File: src/verilog/isx_defs.vh
// Constants for the increment/skip/branch/or/rotate execution block.
// Assumes a 14-bit instruction word, 8-bit data and a 13-bit program counter.
// Overview of operation
// - 7-bit file address; destination bit picks target
// - Increment-skip writes result, zero result skips next
// - Nonzero increment-skip result executes next instruction normally
// - Branch loads 11-bit immediate into counter low
// - Counter bits 12:11 from high latch 4:3
// - Branch takes two cycles, flags untouched
// - OR literal into accumulator, update zero
// - Increment file writes destination, updates zero, never skips
// - OR accumulator with file, update zero
// - Rotate left through carry into destination, only carry flag changes
`ifndef ISX_DEFS_VH
`define ISX_DEFS_VH
// Opcode patterns are this core's own encoding choice
`define ISX_OPC_INC_SKIP 14'h3c00
`define ISX_OPC_INC_FILE 14'h0a00
`define ISX_OPC_OR_FILE 14'h0400
`define ISX_OPC_ROTATE 14'h0d00
`define ISX_OPC_OR_LIT 14'h3800
`define ISX_OPC_BRANCH 14'h2800
`define ISX_MASK_FD 14'h3f00
`define ISX_MASK_LIT 14'h3f00
`define ISX_MASK_BR 14'h3800
`define ISX_ADDR_MSB 6
`define ISX_DEST_BIT 7
`define ISX_LIT_MSB 7
`define ISX_K_MSB 10
`define ISX_LATCH_HI 4
`define ISX_LATCH_LO 3
`define ISX_DATA_MSB 7
`define ISX_ROT_MSB 6
`define ISX_ONE 8'h01
`define ISX_ZERO 8'h00
`define ISX_ADDR_RESET 7'h00
`define ISX_PC_RESET 13'h0000
`endif

File: src/verilog/isx_exec.v
// Execution unit for increment-skip, increment, branch, OR and rotate-left.
// Assumes instr_valid pulses once per instruction cycle (enable from the core
// divider); file register read data is valid combinationally for file_addr.
// Assumes pc_seq holds the address of the next sequential instruction.
`timescale 1ns/100ps
`default_nettype none
`include "isx_defs.vh"
module isx_exec
(
  input wire clk,
  input wire resetn,
  input wire instr_valid,
  input wire [13:0] instr,
  input wire [7:0] file_rdata,
  input wire [7:0] pc_high_latch,
  input wire [12:0] pc_seq,
  output wire [6:0] file_addr,
  output wire [7:0] file_wdata,
  output wire file_we,
  output wire [6:0] file_waddr,
  output wire [7:0] accum,
  output wire zero_flag,
  output wire carry_flag,
  output wire [12:0] pc,
  output wire pc_load,
  output wire flush_next,
  output wire busy
);
  ////////////////////////////////////////////////////////////////////////////
  // One-hot states; ST_NOP is the discarded slot after a skip or branch
  localparam ST_RUN = 2'b01;
  localparam ST_NOP = 2'b10;

  ////////////////////////////////////////////////////////////////////////////
  // Decoded instruction classes and fields
  wire is_increment_skip_if_zero;
  wire is_increment_file;
  wire is_or_accumulator_file;
  wire is_rotate_left_through_carry;
  wire is_or_literal_accumulator;
  wire is_unconditional_branch;
  wire is_file_op;
  wire dest_file;
  wire take_slot;

  ////////////////////////////////////////////////////////////////////////////
  // Registers and their next values
  reg [1:0] state_reg;
  reg [1:0] state_next;
  reg [7:0] accum_reg;
  reg [7:0] accum_next;
  reg zero_reg;
  reg zero_next;
  reg carry_reg;
  reg carry_next;
  reg file_we_reg;
  reg file_we_next;
  reg [6:0] file_waddr_reg;
  reg [6:0] file_waddr_next;
  reg [7:0] file_wdata_reg;
  reg [7:0] file_wdata_next;
  reg [12:0] pc_reg;
  reg [12:0] pc_next;
  reg pc_load_reg;
  reg pc_load_next;
  reg skip_flush_reg;
  reg skip_flush_next;

  // Datapath results of the instruction in the current slot
  reg [7:0] result;
  reg write_file;
  reg write_acc;
  reg upd_zero;
  reg upd_carry;
  reg new_carry;
  reg skip;

  ////////////////////////////////////////////////////////////////////////////
  function zero_of;
    input [7:0] v;
    begin
      zero_of = (v == `ISX_ZERO);
    end
  endfunction

  // Wraps at 8 bits, so an all-ones operand gives zero and the skip test fires
  function [7:0] inc_of;
    input [7:0] v;
    begin
      inc_of = v + `ISX_ONE;
    end
  endfunction

  // Only two latch bits reach the counter; the rest of the latch is ignored
  function [12:0] branch_target;
    input [7:0] latch;
    input [10:0] k;
    begin
      branch_target = {latch[`ISX_LATCH_HI:`ISX_LATCH_LO], k};
    end
  endfunction

  ////////////////////////////////////////////////////////////////////////////
  isx_opdec u_dec
  (
    .instr(instr),
    .is_increment_skip_if_zero(is_increment_skip_if_zero),
    .is_increment_file(is_increment_file),
    .is_or_accumulator_file(is_or_accumulator_file),
    .is_rotate_left_through_carry(is_rotate_left_through_carry),
    .is_or_literal_accumulator(is_or_literal_accumulator),
    .is_unconditional_branch(is_unconditional_branch)
  );

  ////////////////////////////////////////////////////////////////////////////
  assign file_addr = instr[`ISX_ADDR_MSB:0];
  assign dest_file = instr[`ISX_DEST_BIT];
  assign is_file_op = is_increment_skip_if_zero | is_increment_file |
    is_or_accumulator_file | is_rotate_left_through_carry;
  // A slot offered in the second cycle of a skip or branch is thrown away
  assign take_slot = instr_valid & (state_reg == ST_RUN);
  assign busy = (state_reg == ST_NOP);

  // Outputs straight from flip-flops
  assign file_wdata = file_wdata_reg;
  assign file_we = file_we_reg;
  assign file_waddr = file_waddr_reg;
  assign accum = accum_reg;
  assign zero_flag = zero_reg;
  assign carry_flag = carry_reg;
  assign pc = pc_reg;
  assign pc_load = pc_load_reg;
  assign flush_next = skip_flush_reg;

  ////////////////////////////////////////////////////////////////////////////
  // Result, destination and flag selection for the decoded class
  always @*
  begin
    result = `ISX_ZERO;
    write_file = 1'b0;
    write_acc = 1'b0;
    upd_zero = 1'b0;
    upd_carry = 1'b0;
    new_carry = carry_reg;
    skip = 1'b0;
    if (is_increment_skip_if_zero)
    begin
      result = inc_of(file_rdata);
      skip = zero_of(result);
    end
    else if (is_increment_file)
    begin
      result = inc_of(file_rdata);
      upd_zero = 1'b1;
    end
    else if (is_or_accumulator_file)
    begin
      result = accum_reg | file_rdata;
      upd_zero = 1'b1;
    end
    else if (is_rotate_left_through_carry)
    begin
      result = {file_rdata[`ISX_ROT_MSB:0], carry_reg};
      new_carry = file_rdata[`ISX_DATA_MSB];
      upd_carry = 1'b1;
    end
    else if (is_or_literal_accumulator)
    begin
      result = accum_reg | instr[`ISX_LIT_MSB:0];
      upd_zero = 1'b1;
    end
    if (is_file_op)
    begin
      write_file = dest_file;
      write_acc = ~dest_file;
    end
    if (is_or_literal_accumulator)
      write_acc = 1'b1;
  end

  ////////////////////////////////////////////////////////////////////////////
  always @*
  begin
    case (state_reg)
      ST_RUN:
        state_next = (take_slot && (skip || is_unconditional_branch)) ? ST_NOP : ST_RUN;
      ST_NOP:
        state_next = instr_valid ? ST_RUN : ST_NOP;
      default:
        state_next = ST_RUN;
    endcase
  end

  ////////////////////////////////////////////////////////////////////////////
  // Only a taken slot changes anything; pulses drop back after one cycle
  always @*
  begin
    accum_next = accum_reg;
    zero_next = zero_reg;
    carry_next = carry_reg;
    file_we_next = 1'b0;
    file_waddr_next = file_waddr_reg;
    file_wdata_next = file_wdata_reg;
    pc_next = pc_reg;
    pc_load_next = 1'b0;
    skip_flush_next = 1'b0;
    if (take_slot)
    begin
      if (write_acc)
        accum_next = result;
      if (write_file)
      begin
        file_we_next = 1'b1;
        file_waddr_next = file_addr;
        file_wdata_next = result;
      end
      if (upd_zero)
        zero_next = zero_of(result);
      if (upd_carry)
        carry_next = new_carry;
      if (is_unconditional_branch)
      begin
        pc_next = branch_target(pc_high_latch, instr[`ISX_K_MSB:0]);
        pc_load_next = 1'b1;
        skip_flush_next = 1'b1;
      end
      else
      begin
        pc_next = pc_seq;
        skip_flush_next = skip;
      end
    end
  end

  ////////////////////////////////////////////////////////////////////////////
  always @(posedge clk or negedge resetn)
  begin
    if (!resetn)
    begin
      state_reg <= ST_RUN;
      accum_reg <= `ISX_ZERO;
      zero_reg <= 1'b0;
      carry_reg <= 1'b0;
      file_we_reg <= 1'b0;
      file_waddr_reg <= `ISX_ADDR_RESET;
      file_wdata_reg <= `ISX_ZERO;
      pc_reg <= `ISX_PC_RESET;
      pc_load_reg <= 1'b0;
      skip_flush_reg <= 1'b0;
    end
    else
    begin
      state_reg <= state_next;
      accum_reg <= accum_next;
      zero_reg <= zero_next;
      carry_reg <= carry_next;
      file_we_reg <= file_we_next;
      file_waddr_reg <= file_waddr_next;
      file_wdata_reg <= file_wdata_next;
      pc_reg <= pc_next;
      pc_load_reg <= pc_load_next;
      skip_flush_reg <= skip_flush_next;
    end
  end
endmodule // isx_exec
`default_nettype wire

File: src/verilog/isx_opdec.v
// Instruction decoder for the execution block: one-hot class outputs.
// Assumes a 14-bit instruction word on the same clock, combinational use.
`timescale 1ns/100ps
`default_nettype none
`include "isx_defs.vh"
module isx_opdec
(
  input wire [13:0] instr,
  output wire is_increment_skip_if_zero,
  output wire is_increment_file,
  output wire is_or_accumulator_file,
  output wire is_rotate_left_through_carry,
  output wire is_or_literal_accumulator,
  output wire is_unconditional_branch
);
  assign is_increment_skip_if_zero = (instr & `ISX_MASK_FD) == `ISX_OPC_INC_SKIP;
  assign is_increment_file = (instr & `ISX_MASK_FD) == `ISX_OPC_INC_FILE;
  assign is_or_accumulator_file = (instr & `ISX_MASK_FD) == `ISX_OPC_OR_FILE;
  assign is_rotate_left_through_carry = (instr & `ISX_MASK_FD) == `ISX_OPC_ROTATE;
  assign is_or_literal_accumulator = (instr & `ISX_MASK_LIT) == `ISX_OPC_OR_LIT;
  assign is_unconditional_branch = (instr & `ISX_MASK_BR) == `ISX_OPC_BRANCH;
endmodule // isx_opdec
`default_nettype wire
File: config.mk
export PLATFORM = sky130hd
export DESIGN_NAME = isx_exec
export DESIGN_NICKNAME = d
export VERILOG_FILES = /design/src/verilog/isx_exec.v /design/src/verilog/isx_opdec.v
export VERILOG_INCLUDE_DIRS = /design/src /design/src/verilog
export SDC_FILE = /design/constraint.sdc
export NUM_CORES = 1
export LEC_CHECK = 0
export BUFFER_PORTS_ARGS = -buffer_cell sky130_fd_sc_hd__buf_2
export CORE_AREA = 2 2 82 64
export DETAILED_ROUTE_END_ITERATION = 8
export DIE_AREA = 0 0 84 66
export GPL_ROUTABILITY_DRIVEN = 0
export GPL_TIMING_DRIVEN = 0
export HOLD_SLACK_MARGIN = 0.03
export PLACE_DENSITY = 0.95
export SYNTH_ARGS = -nofsm -noshare
export SYNTH_HDL_FRONTEND = slang
export SYNTH_SLANG_ARGS = --single-unit
File: constraint.sdc
create_clock -name clk -period 5 [get_ports clk]
set_input_delay 0.25 -clock clk [delete_from_list [all_inputs] [get_ports clk]]
set_output_delay 0.25 -clock clk [all_outputs]
set_load 0.01 [all_outputs]
==> results of run 1 <==
layout make-up:
class | count | area [µm²] | share of cell area
Multi-Input combinational cell | 203 | 1250 | 0.411
Sequential cell | 43 | 1080 | 0.355
Timing Repair Buffer | 84 | 420 | 0.138
Buffer | 19 | 108 | 0.0354
Tap cell | 60 | 75.1 | 0.0247
Clock buffer | 6 | 72.6 | 0.0239
Inverter | 6 | 22.5 | 0.00742
Clock inverter | 2 | 12.5 | 0.00412
cells by family (layout without fill, tap and decap cells):
family          Yosys count  after routing  share of synthesized area
simple gates            113            113                      0.222
compound gates           63             63                      0.175
flops                    43             43                      0.439
buf+inv                  25            117                     0.0530
mux                      15             15                     0.0627
xor+xnor                  8              8                     0.0285
fa+ha+maj                 4              4                     0.0204
worst max-delay path, cell delays in order (launching register included):
cell                        delay [ns]
sky130_fd_sc_hd__dfstp_2          0.55
sky130_fd_sc_hd__ha_1             0.19
sky130_fd_sc_hd__nand2_1          0.24
sky130_fd_sc_hd__nor4_1           0.62
sky130_fd_sc_hd__o2111ai_1        0.20
sky130_fd_sc_hd__o22ai_1          0.17
cell usage after synthesis, drive strengths merged (3+ instances only):
cell type | count | area (µm²)
nor3 | 5 | 25.0
buf | 9 | 68.8
nor2 | 12 | 45.0
clkbuf | 10 | 38.8
xor2 | 3 | 26.3
a21oi | 6 | 30.0
mux2i | 12 | 120
nand2 | 60 | 225
xnor2 | 5 | 43.8
dfrtp | 42 | 1050
o21ai | 30 | 158
inv | 5 | 18.8
ha | 4 | 50.1
o31ai | 4 | 40.0
or2 | 8 | 52.6
nand3 | 6 | 30.0
mux2 | 3 | 33.8
and3 | 6 | 37.5
a221oi | 4 | 35.0
report_power, final:
group          switching, mW  leakage [nW]  total (mW)  internal [mW]
clock                  0.122        0.0412       0.220         0.0977
sequential            0.0462         0.564       0.473          0.427
combinational          0.178         0.998       0.302          0.124
worst paths after layout:
kind                            slack [ns]  depth (start not counted)                   endpoint
worst min-delay path                   0.1                          1          pc[4]$_DFFE_PN0P_
worst max-delay path                  2.96                          5      zero_flag$_DFFE_PN0P_
worst min register to register        0.47                          2  file_waddr[0]$_DFFE_PN0P_
worst max register to register        2.96                          5      zero_flag$_DFFE_PN0P_
min in group clk                      0.20                          3  file_waddr[0]$_DFFE_PN0P_
max in group asynchronous             4.31                          1  file_wdata[4]$_DFFE_PN0P_
per-layer routing:
layer | routed length, µm | global-route usage
met5 | 0 | 0
met4 | 81 | 0.0464
met3 | 690 | 0.0524
met2 | 3280 | 0.441
met1 | 3050 | 0.371
stage by stage:
step	utilization	total power, mW	std cells	cell area, µm²
2_1_floorplan	-	0.630	271	2460
5_1_grt	0.638	1.05	423	3040
3_3_place_gp	0.620	0.760	415	2950
4_1_cts	0.638	0.995	423	3040
3_5_place_dp	0.620	0.781	415	2950
6_report	0.638	0.995	423	3040
==> results summary, run 1 <==
The flow ran to the end, and the final reports show no timing, DRC or antenna violations. The transition time at the pin with the least slew margin came out at 0.957 ns. The final period utilization came out at 0.409.

Power spread over the standard cell area amounts to 328 nW/µm². The largest net degree at the start of global routing came out at between 40 and 50. In the global route stage, overall resource usage came out at 0.266. The worst setup slack after placement is 2.89 ns. The effective utilization at floorplan is 0.516.

The tightest min-delay check is of the in -> async type. The max-slew violation total from the final report is 0. The via count of the first global-routing pass is roughly 2300.

Dividing the detail-routed wire length by the instance count gives roughly 17 µm. The number of nets handed over by synthesis was about 320. The number of clock buffers added by TritonCTS is 5. The cell leakage power is approximately 1.6 nW. The number of synthesized register bits came out at 43.

The worst path required time came out at between 5 and 6 ns. Between clock sinks in the finished design, the worst skew comes to 0.00412 ns. The chip height is 66 µm. The most common library cell in the layout ignoring fill and taps is sky130_fd_sc_hd__buf_2. The first-iteration detailed-routing DRC count came out at 240. The via density per instance is 5.84. STA classifies the critical path endpoint as a register. The total negative slack for setup checks came out at 0 ns.

Setup repair after global routing left no endpoint under its margin. The share of flip-flops with an asynchronous set or reset after synthesis came out at 1.00. The number of maximum-capacitance constraint violations came out at 0. The biggest fanout along the worst timing path is 10. The area growth from synthesis to layout came out at 23.6%. For this run, the leading register cell type out of synthesis is sky130_fd_sc_hd__dfrtp_1. The final critical delay including setup and external delays is approximately 2 ns. The number of failing hold endpoints at the final stage came out at 0. Counting distinct cell types in the post-synthesis netlist gives 57. The clock tree from TritonCTS is built. The DRC violation count after routing is 0. The total I/O pin count came out at 95.

In the layout the commonest cells are sky130_fd_sc_hd__buf_2 (85), sky130_fd_sc_hd__nand2_1 (60), sky130_fd_sc_hd__dfrtp_1 (42). The launching element of the worst setup path is state_reg[0]$_DFF_PN1_. The total number of vias is 2470. In this run, post-CTS hold repair placed 0 buffers.

The wire-length estimate of the detail-placed layout is 5.44 mm. The number of antenna violations at the first check in global routing was 0. The number of setup buffers added after CTS is 0.

In this run the deepest clock path goes through 2 buffers. The net count of the finished layout is about 410. The die footprint came out at 5540 µm².

The data arrival at the endpoint of the critical path is roughly 2.3 ns. The post-cts sizing count came out at 0. In this run the remaining antenna-violating nets after routing total 0. The share of the yosys chip area belonging to registers is 0.439. From left edge to right edge, the die measures 84 µm. The number of warnings reported in the yosys synthesis log came out at 0. The number of optimization iterations in the first detailed-route pass came out at 5. The clock transition at the registers of the reported paths is around 0.08 ns. In this run the critical register-to-register path is launched from state_reg[0]$_DFF_PN1_. The synthesized area came out at 2460 µm². The peak ir drop on the vdd network is 0.206 mV.

The worst setup margin is 2.96 ns. The port buffer count is 84. The number of enable-type register cells in the synthesized netlist came out at 0. Static timing analysis puts the maximum clock frequency at ~0.49 GHz. The diode insertion count for antenna repair is 0. The register with the most flip-flops in the layout has 13 of them. Setup violations remaining at the end of the flow were counted as 0. The total wirelength of the detailed-routed design came out at ~7.1 mm. The worst max-slew margin expressed relative to the limit is 0.362. In the synthesized netlist, the number of instances is 271. The hold slack came out at slightly below 0.1 ns.

The number of inserted filler cells in the final layout came out at roughly 400. The worst setup path is launched from a register. The mean instance size in the synthesized netlist is between 9 and 10 µm². The aggregate global routing overflow came out at 0. The row count came out at 22. In the final layout, the share of cells above drive strength 1 is 0.325.

The critical path is of the reg -> reg type. For the worst-skew pair, the clock arrives at the later sink with an insertion delay of approximately 0.3 ns. The first-pass GRT wire length came out at 11.4 mm.

CTS placed an instance of sky130_fd_sc_hd__clkbuf_8 at the clock tree root. The number of levels the H-tree was split into came out at 2. The number of sinks handled by clock tree synthesis came out at 43. The core region is 4760 µm².
Note: power is estimated with default switching activity, not from simulation.
==> run 2, diff against run 1 <==
--- a/config.mk
+++ b/config.mk
@@ -6,14 +6,15 @@
 export SDC_FILE = /design/constraint.sdc
 export NUM_CORES = 1
 export LEC_CHECK = 0
+export ABC_AREA = 1
 export BUFFER_PORTS_ARGS = -buffer_cell sky130_fd_sc_hd__buf_2
-export CORE_AREA = 2 2 82 64
+export CORE_AREA = 2 2 86 67
 export DETAILED_ROUTE_END_ITERATION = 8
-export DIE_AREA = 0 0 84 66
+export DIE_AREA = 0 0 88 69
 export GPL_ROUTABILITY_DRIVEN = 0
 export GPL_TIMING_DRIVEN = 0
 export HOLD_SLACK_MARGIN = 0.03
-export PLACE_DENSITY = 0.95
+export PLACE_DENSITY = 0.91
 export SYNTH_ARGS = -nofsm -noshare
 export SYNTH_HDL_FRONTEND = slang
 export SYNTH_SLANG_ARGS = --single-unit
==> constraint.sdc (replaced) <==
create_clock -name clk -period 2 [get_ports clk]
set_input_delay 0.1 -clock clk [delete_from_list [all_inputs] [get_ports clk]]
set_output_delay 0.1 -clock clk [all_outputs]
set_load 0.01 [all_outputs]
==> run 2 against run 1 <==
Net effect:
- cell count is 22% higher
- via count is 6.0% higher
- first-iteration DRC count is 6.3% lower
- synthesized cell count is 27% higher
- flip-flop and latch count stayed put
- clock power is 150% higher
- count of clock-buffer cells in the layout stayed put
==> results summary, run 2 <==
The category of the critical setup timing path is reg -> reg (unchanged). The number of optimization iterations in the first detailed-route pass is 5 (unchanged). Post-synth top cells: sky130_fd_sc_hd__nand2_1 (101), sky130_fd_sc_hd__dfrtp_1 (42), sky130_fd_sc_hd__nor2_1 (38) (was sky130_fd_sc_hd__nand2_1 (60), sky130_fd_sc_hd__dfrtp_1 (42), sky130_fd_sc_hd__o21ai_0 (16)).

The via count of the first global-routing pass came out at 2363 (was 2285). The total cell area at the placement stage came out at 3090 µm² (was 2950 µm²). The root buffer cell is sky130_fd_sc_hd__clkbuf_8 (unchanged). The design area is 3200 µm² (was 3040 µm²).

The port buffer count is 88 (was 84). The worst setup margin came out at 0.200 ns (was 2.96 ns). The number of nets with antenna violations after routing is 0 (unchanged).

The share of the yosys chip area belonging to registers is 0.422 (was 0.439). Run status: complete, no violations (unchanged). The largest family of logic cells by synthesized area is simple AND/OR/NAND/NOR gates (unchanged). The relative contribution of combinational cells to total power was 0.316 (was 0.303). The post-layout instance count excluding filler cells is 517 (was 423). The worst setup slack after placement is -0.296 ns (was 2.89 ns).

The worst max-slew margin expressed relative to the limit came to 0.387 (was 0.362). The number of antenna violations at the first check in global routing came out at 0 (unchanged). The max-slew violation total from the final report is 0 (unchanged). Most frequent cells in the layout: sky130_fd_sc_hd__nand2_1 (100), sky130_fd_sc_hd__buf_2 (90), sky130_fd_sc_hd__dfrtp_1 (42) (was sky130_fd_sc_hd__buf_2 (85), sky130_fd_sc_hd__nand2_1 (60), sky130_fd_sc_hd__dfrtp_1 (42)). The share of flip-flops with an asynchronous set or reset after synthesis is 1.00 (unchanged). The clock buffer count from CTS is 5 (unchanged). The library cell occupying the most area in the post-synthesis netlist is sky130_fd_sc_hd__dfrtp_1 (unchanged).

The power dissipated by switching net loads is 0.897 mW (was 0.347 mW). The chip height is 69 µm (was 66 µm). The total wirelength of the detailed-routed design is 6.96 mm (was 7.10 mm). The first-iteration detailed-routing DRC count is 225 (was 240).

The cell leakage power is 1.81 nW (was 1.60 nW). The detailed-routed wire length on met3 is 673 µm (was 690 µm). The portion of total power attributed to the clock network is 0.214 (was 0.221). The net count reported at finish came out at 491 (was 412). The area fraction in compound gates after synthesis is 0.105 (was 0.175). The part of the power in registers is 0.470 (was 0.476). The die width is 88 µm (was 84 µm).

The main flop type after synthesis was sky130_fd_sc_hd__dfrtp_1 (unchanged). The maximum clock rate came out at 0.556 GHz (was 0.490 GHz). The number of synthesized register bits came to 43 (unchanged). The area of the placeable core is 5210 µm² (was 4760 µm²).

The number of buffers on the longest clock path is 2 (unchanged). The nature of the critical path startpoint is a register (unchanged). The most common library cell in the layout ignoring fill and taps was sky130_fd_sc_hd__nand2_1 (was sky130_fd_sc_hd__buf_2). The total I/O pin count came out at 95 (unchanged). The die footprint is 6070 µm² (was 5540 µm²). The total setup violations reported at the end of the flow is 0 (unchanged). The clock transition at the registers of the reported paths came out at 0.08 ns (about the same). The synthesized area came to 2550 µm² (was 2460 µm²). The diode insertion count for antenna repair is 0 (unchanged). The insertion delay of the later-clocked pin in the worst-skew pair is 0.30 ns (about the same). The final critical delay including setup and external delays is 1.80 ns (was 2.04 ns). The data arrival at the endpoint of the critical path came out at 1.98 ns (was 2.26 ns). The number of maximum-capacitance constraint violations came out at 0 (unchanged). The areal power density over the cells is 793 nW/µm² (was 328 nW/µm²). The area fraction in and, or, nand and nor cells after synthesis was 0.339 (was 0.222). The final clock skew is 0.00596 ns (was 0.00412 ns).

The switching power share of the total is 0.354 (was 0.348). The number of setup buffers added after CTS is 0 (unchanged). The utilization of the core after routing is 0.614 (was 0.638). The half-perimeter wire length after detailed placement was 5.36 mm (was 5.44 mm).

The share of final-layout standard cells stronger than drive strength 1 came out at 0.328 (was 0.325). The sum of met2 wire segment lengths after detailed routing is 3.15 mm (was 3.28 mm). The post-synthesis net count is 395 (was 321). The aggregate global routing overflow came out at 0 (unchanged).

The largest net degree at the start of global routing came to 44 (unchanged). The post-synthesis share of cell area spent on xor and xnor gates came out at 0.0137 (was 0.0285). The final period utilization is 0.900 (was 0.409). The average routed wire per standard cell was 13.5 µm (was 16.8 µm). The number of cells produced by synthesis is 345 (was 271). The DRC violation count after routing came out at 0 (unchanged). The peak ir drop on the vdd network is 0.527 mV (was 0.206 mV). The number of levels the H-tree was split into is 2 (unchanged). The post-synthesis cell type count came out at 30 (was 57). The mean instance size in the synthesized netlist came out at 7.41 µm² (was 9.06 µm²).

The clock tree from TritonCTS is built (unchanged). The number of failing hold endpoints at the final stage was 0 (unchanged). The endpoint kind of the worst setup timing path is a register (unchanged). The row count was 23 (was 22). The number of inserted filler cells in the final layout is 485 (was 403). The multiplexer area fraction after synthesis came out at 0 (was 0.0627). The total routed wire length on the met1 layer came out at 3.03 mm (was 3.05 mm).

The number of enable-type register cells in the synthesized netlist came out at 0 (unchanged). The total negative slack for setup checks is 0 ns (unchanged). The transition time at the pin with the least slew margin is 0.920 ns (was 0.957 ns). The topmost layer with routed signal wires is met4 (unchanged). The classification of the worst-slack hold path is in -> reg (was in -> async). The first-pass GRT wire length is 11.2 mm (was 11.4 mm). The worst path required time was 2.18 ns (was 5.22 ns). The number of sinks handled by clock tree synthesis came to 43 (unchanged). Setup repair after global routing missed its margin: false (unchanged).

The via density per instance came to 5.06 (was 5.84). The number of warnings reported in the yosys synthesis log is 0 (unchanged). The total number of vias was 2617 (was 2470). Leading post-synthesis cells by cell area: sky130_fd_sc_hd__dfrtp_1 (41%), sky130_fd_sc_hd__nand2_1 (15%), sky130_fd_sc_hd__o21ai_0 (6.1%), sky130_fd_sc_hd__nor2_1 (5.6%), sky130_fd_sc_hd__nand3_1 (5.5%) (was sky130_fd_sc_hd__dfrtp_1 (43%), sky130_fd_sc_hd__nand2_1 (9.2%), sky130_fd_sc_hd__mux2i_1 (4.9%), sky130_fd_sc_hd__o21ai_0 (3.3%), sky130_fd_sc_hd__o21ai_1 (2.4%)).

The effective utilization at floorplan came out at 0.491 (was 0.516). The total internal power is 1.64 mW (was 0.649 mW). The number of cells after detailed placement came to 508 (was 415). The area fraction of the dominant cell type after synthesis came out at 0.411 (was 0.428). The area growth from synthesis to layout was 25.2% (was 23.6%). The adder-cell share of the synthesized area came out at 0.0196 (was 0.0204). The overall global routing resource usage came to 0.238 (was 0.266). The most common cell in the netlist is sky130_fd_sc_hd__nand2_1 (unchanged). The number of flip-flops under the largest register name came to 13 (unchanged). The biggest fanout along the worst timing path came out at 10 (unchanged).
-- run 2: cell type report --
cell class	instances	area [µm²]	area share
inverters	37	141	0.0442
multi-input cells	248	1230	0.384
plain buffers	17	123	0.0383
clock inverters	2	12.5	0.00391
repair buffers	89	450	0.141
well taps	75	93.8	0.0293
clock buffers	6	72.6	0.0227
flip-flops and latches	43	1080	0.337
-- run 2: repair_timing --
action                     CTS  global route
setup endpoints to repair   16            31
hold buffers                 1             0
hold endpoints to repair    42             0
resized for setup            2             6
-- run 2: cell families (layout without fill, tap and decap cells) --
kind of cell | count (synthesis) | in the layout
simple gates | 193 | 193
buf+inv | 54 | 151
compound gates | 47 | 47
flops | 43 | 43
fa+ha+maj | 4 | 4
xor+xnor | 4 | 4
-- run 2: layer usage --
| metal | track usage | vias to the layer above |
|---|---|---|
| li1 | - | 1271 |
| met1 | 0.321 | 1196 |
| met2 | 0.365 | 136 |
| met3 | 0.0719 | 14 |
| met4 | 0.0786 | 0 |
| met5 | 0 | - |
-- run 2: final timing paths --
path	cells after the start	startpoint	to	slack [ns]
setup reg to reg	8	state_reg[0]$_DFF_PN1_	accum[3]$_DFFE_PN0P_	0.20
setup / recovery	8	state_reg[0]$_DFF_PN1_	accum[3]$_DFFE_PN0P_	0.20
hold / removal	3	instr_valid	state_reg[0]$_DFF_PN1_	0.07
min in group asynchronous	2	resetn	file_we$_DFF_PN0_	0.47
max in group asynchronous	2	resetn	carry_flag$_DFFE_PN0P_	0.96
hold reg to reg	2	file_waddr[2]$_DFFE_PN0P_	file_waddr[2]$_DFFE_PN0P_	0.47
-- run 2: stage by stage --
step / hold WS [ns] / total power [mW]
floorplan: -0.196 / 1.61
global placement: 0.294 / 1.95
detailed placement: 0.301 / 1.99
CTS: 0.0350 / 2.53
global route: 0.0680 / 2.71
finish: 0.0732 / 2.54
-- run 2: power groups by stage --
stage | clock [mW] | combinational (mW) | sequential (mW)
2_1_floorplan | 0 | 0.328 | 1.28
3_3_place_gp | 0 | 0.759 | 1.19
3_5_place_dp | 0 | 0.788 | 1.20
4_1_cts | 0.553 | 0.792 | 1.19
5_1_grt | 0.597 | 0.902 | 1.21
6_report | 0.542 | 0.802 | 1.19
-- run 2: critical path: stages, from the launching register on --
cell and delay, ns:
sky130_fd_sc_hd__dfstp_2 0.54, sky130_fd_sc_hd__ha_1 0.22, sky130_fd_sc_hd__nand2_4 0.11, sky130_fd_sc_hd__inv_1 0.08, sky130_fd_sc_hd__clkbuf_4 0.21, sky130_fd_sc_hd__nand2_1 0.14, sky130_fd_sc_hd__buf_2 0.21, sky130_fd_sc_hd__nand2_1 0.08
sky130_fd_sc_hd__o21ai_1 0.07
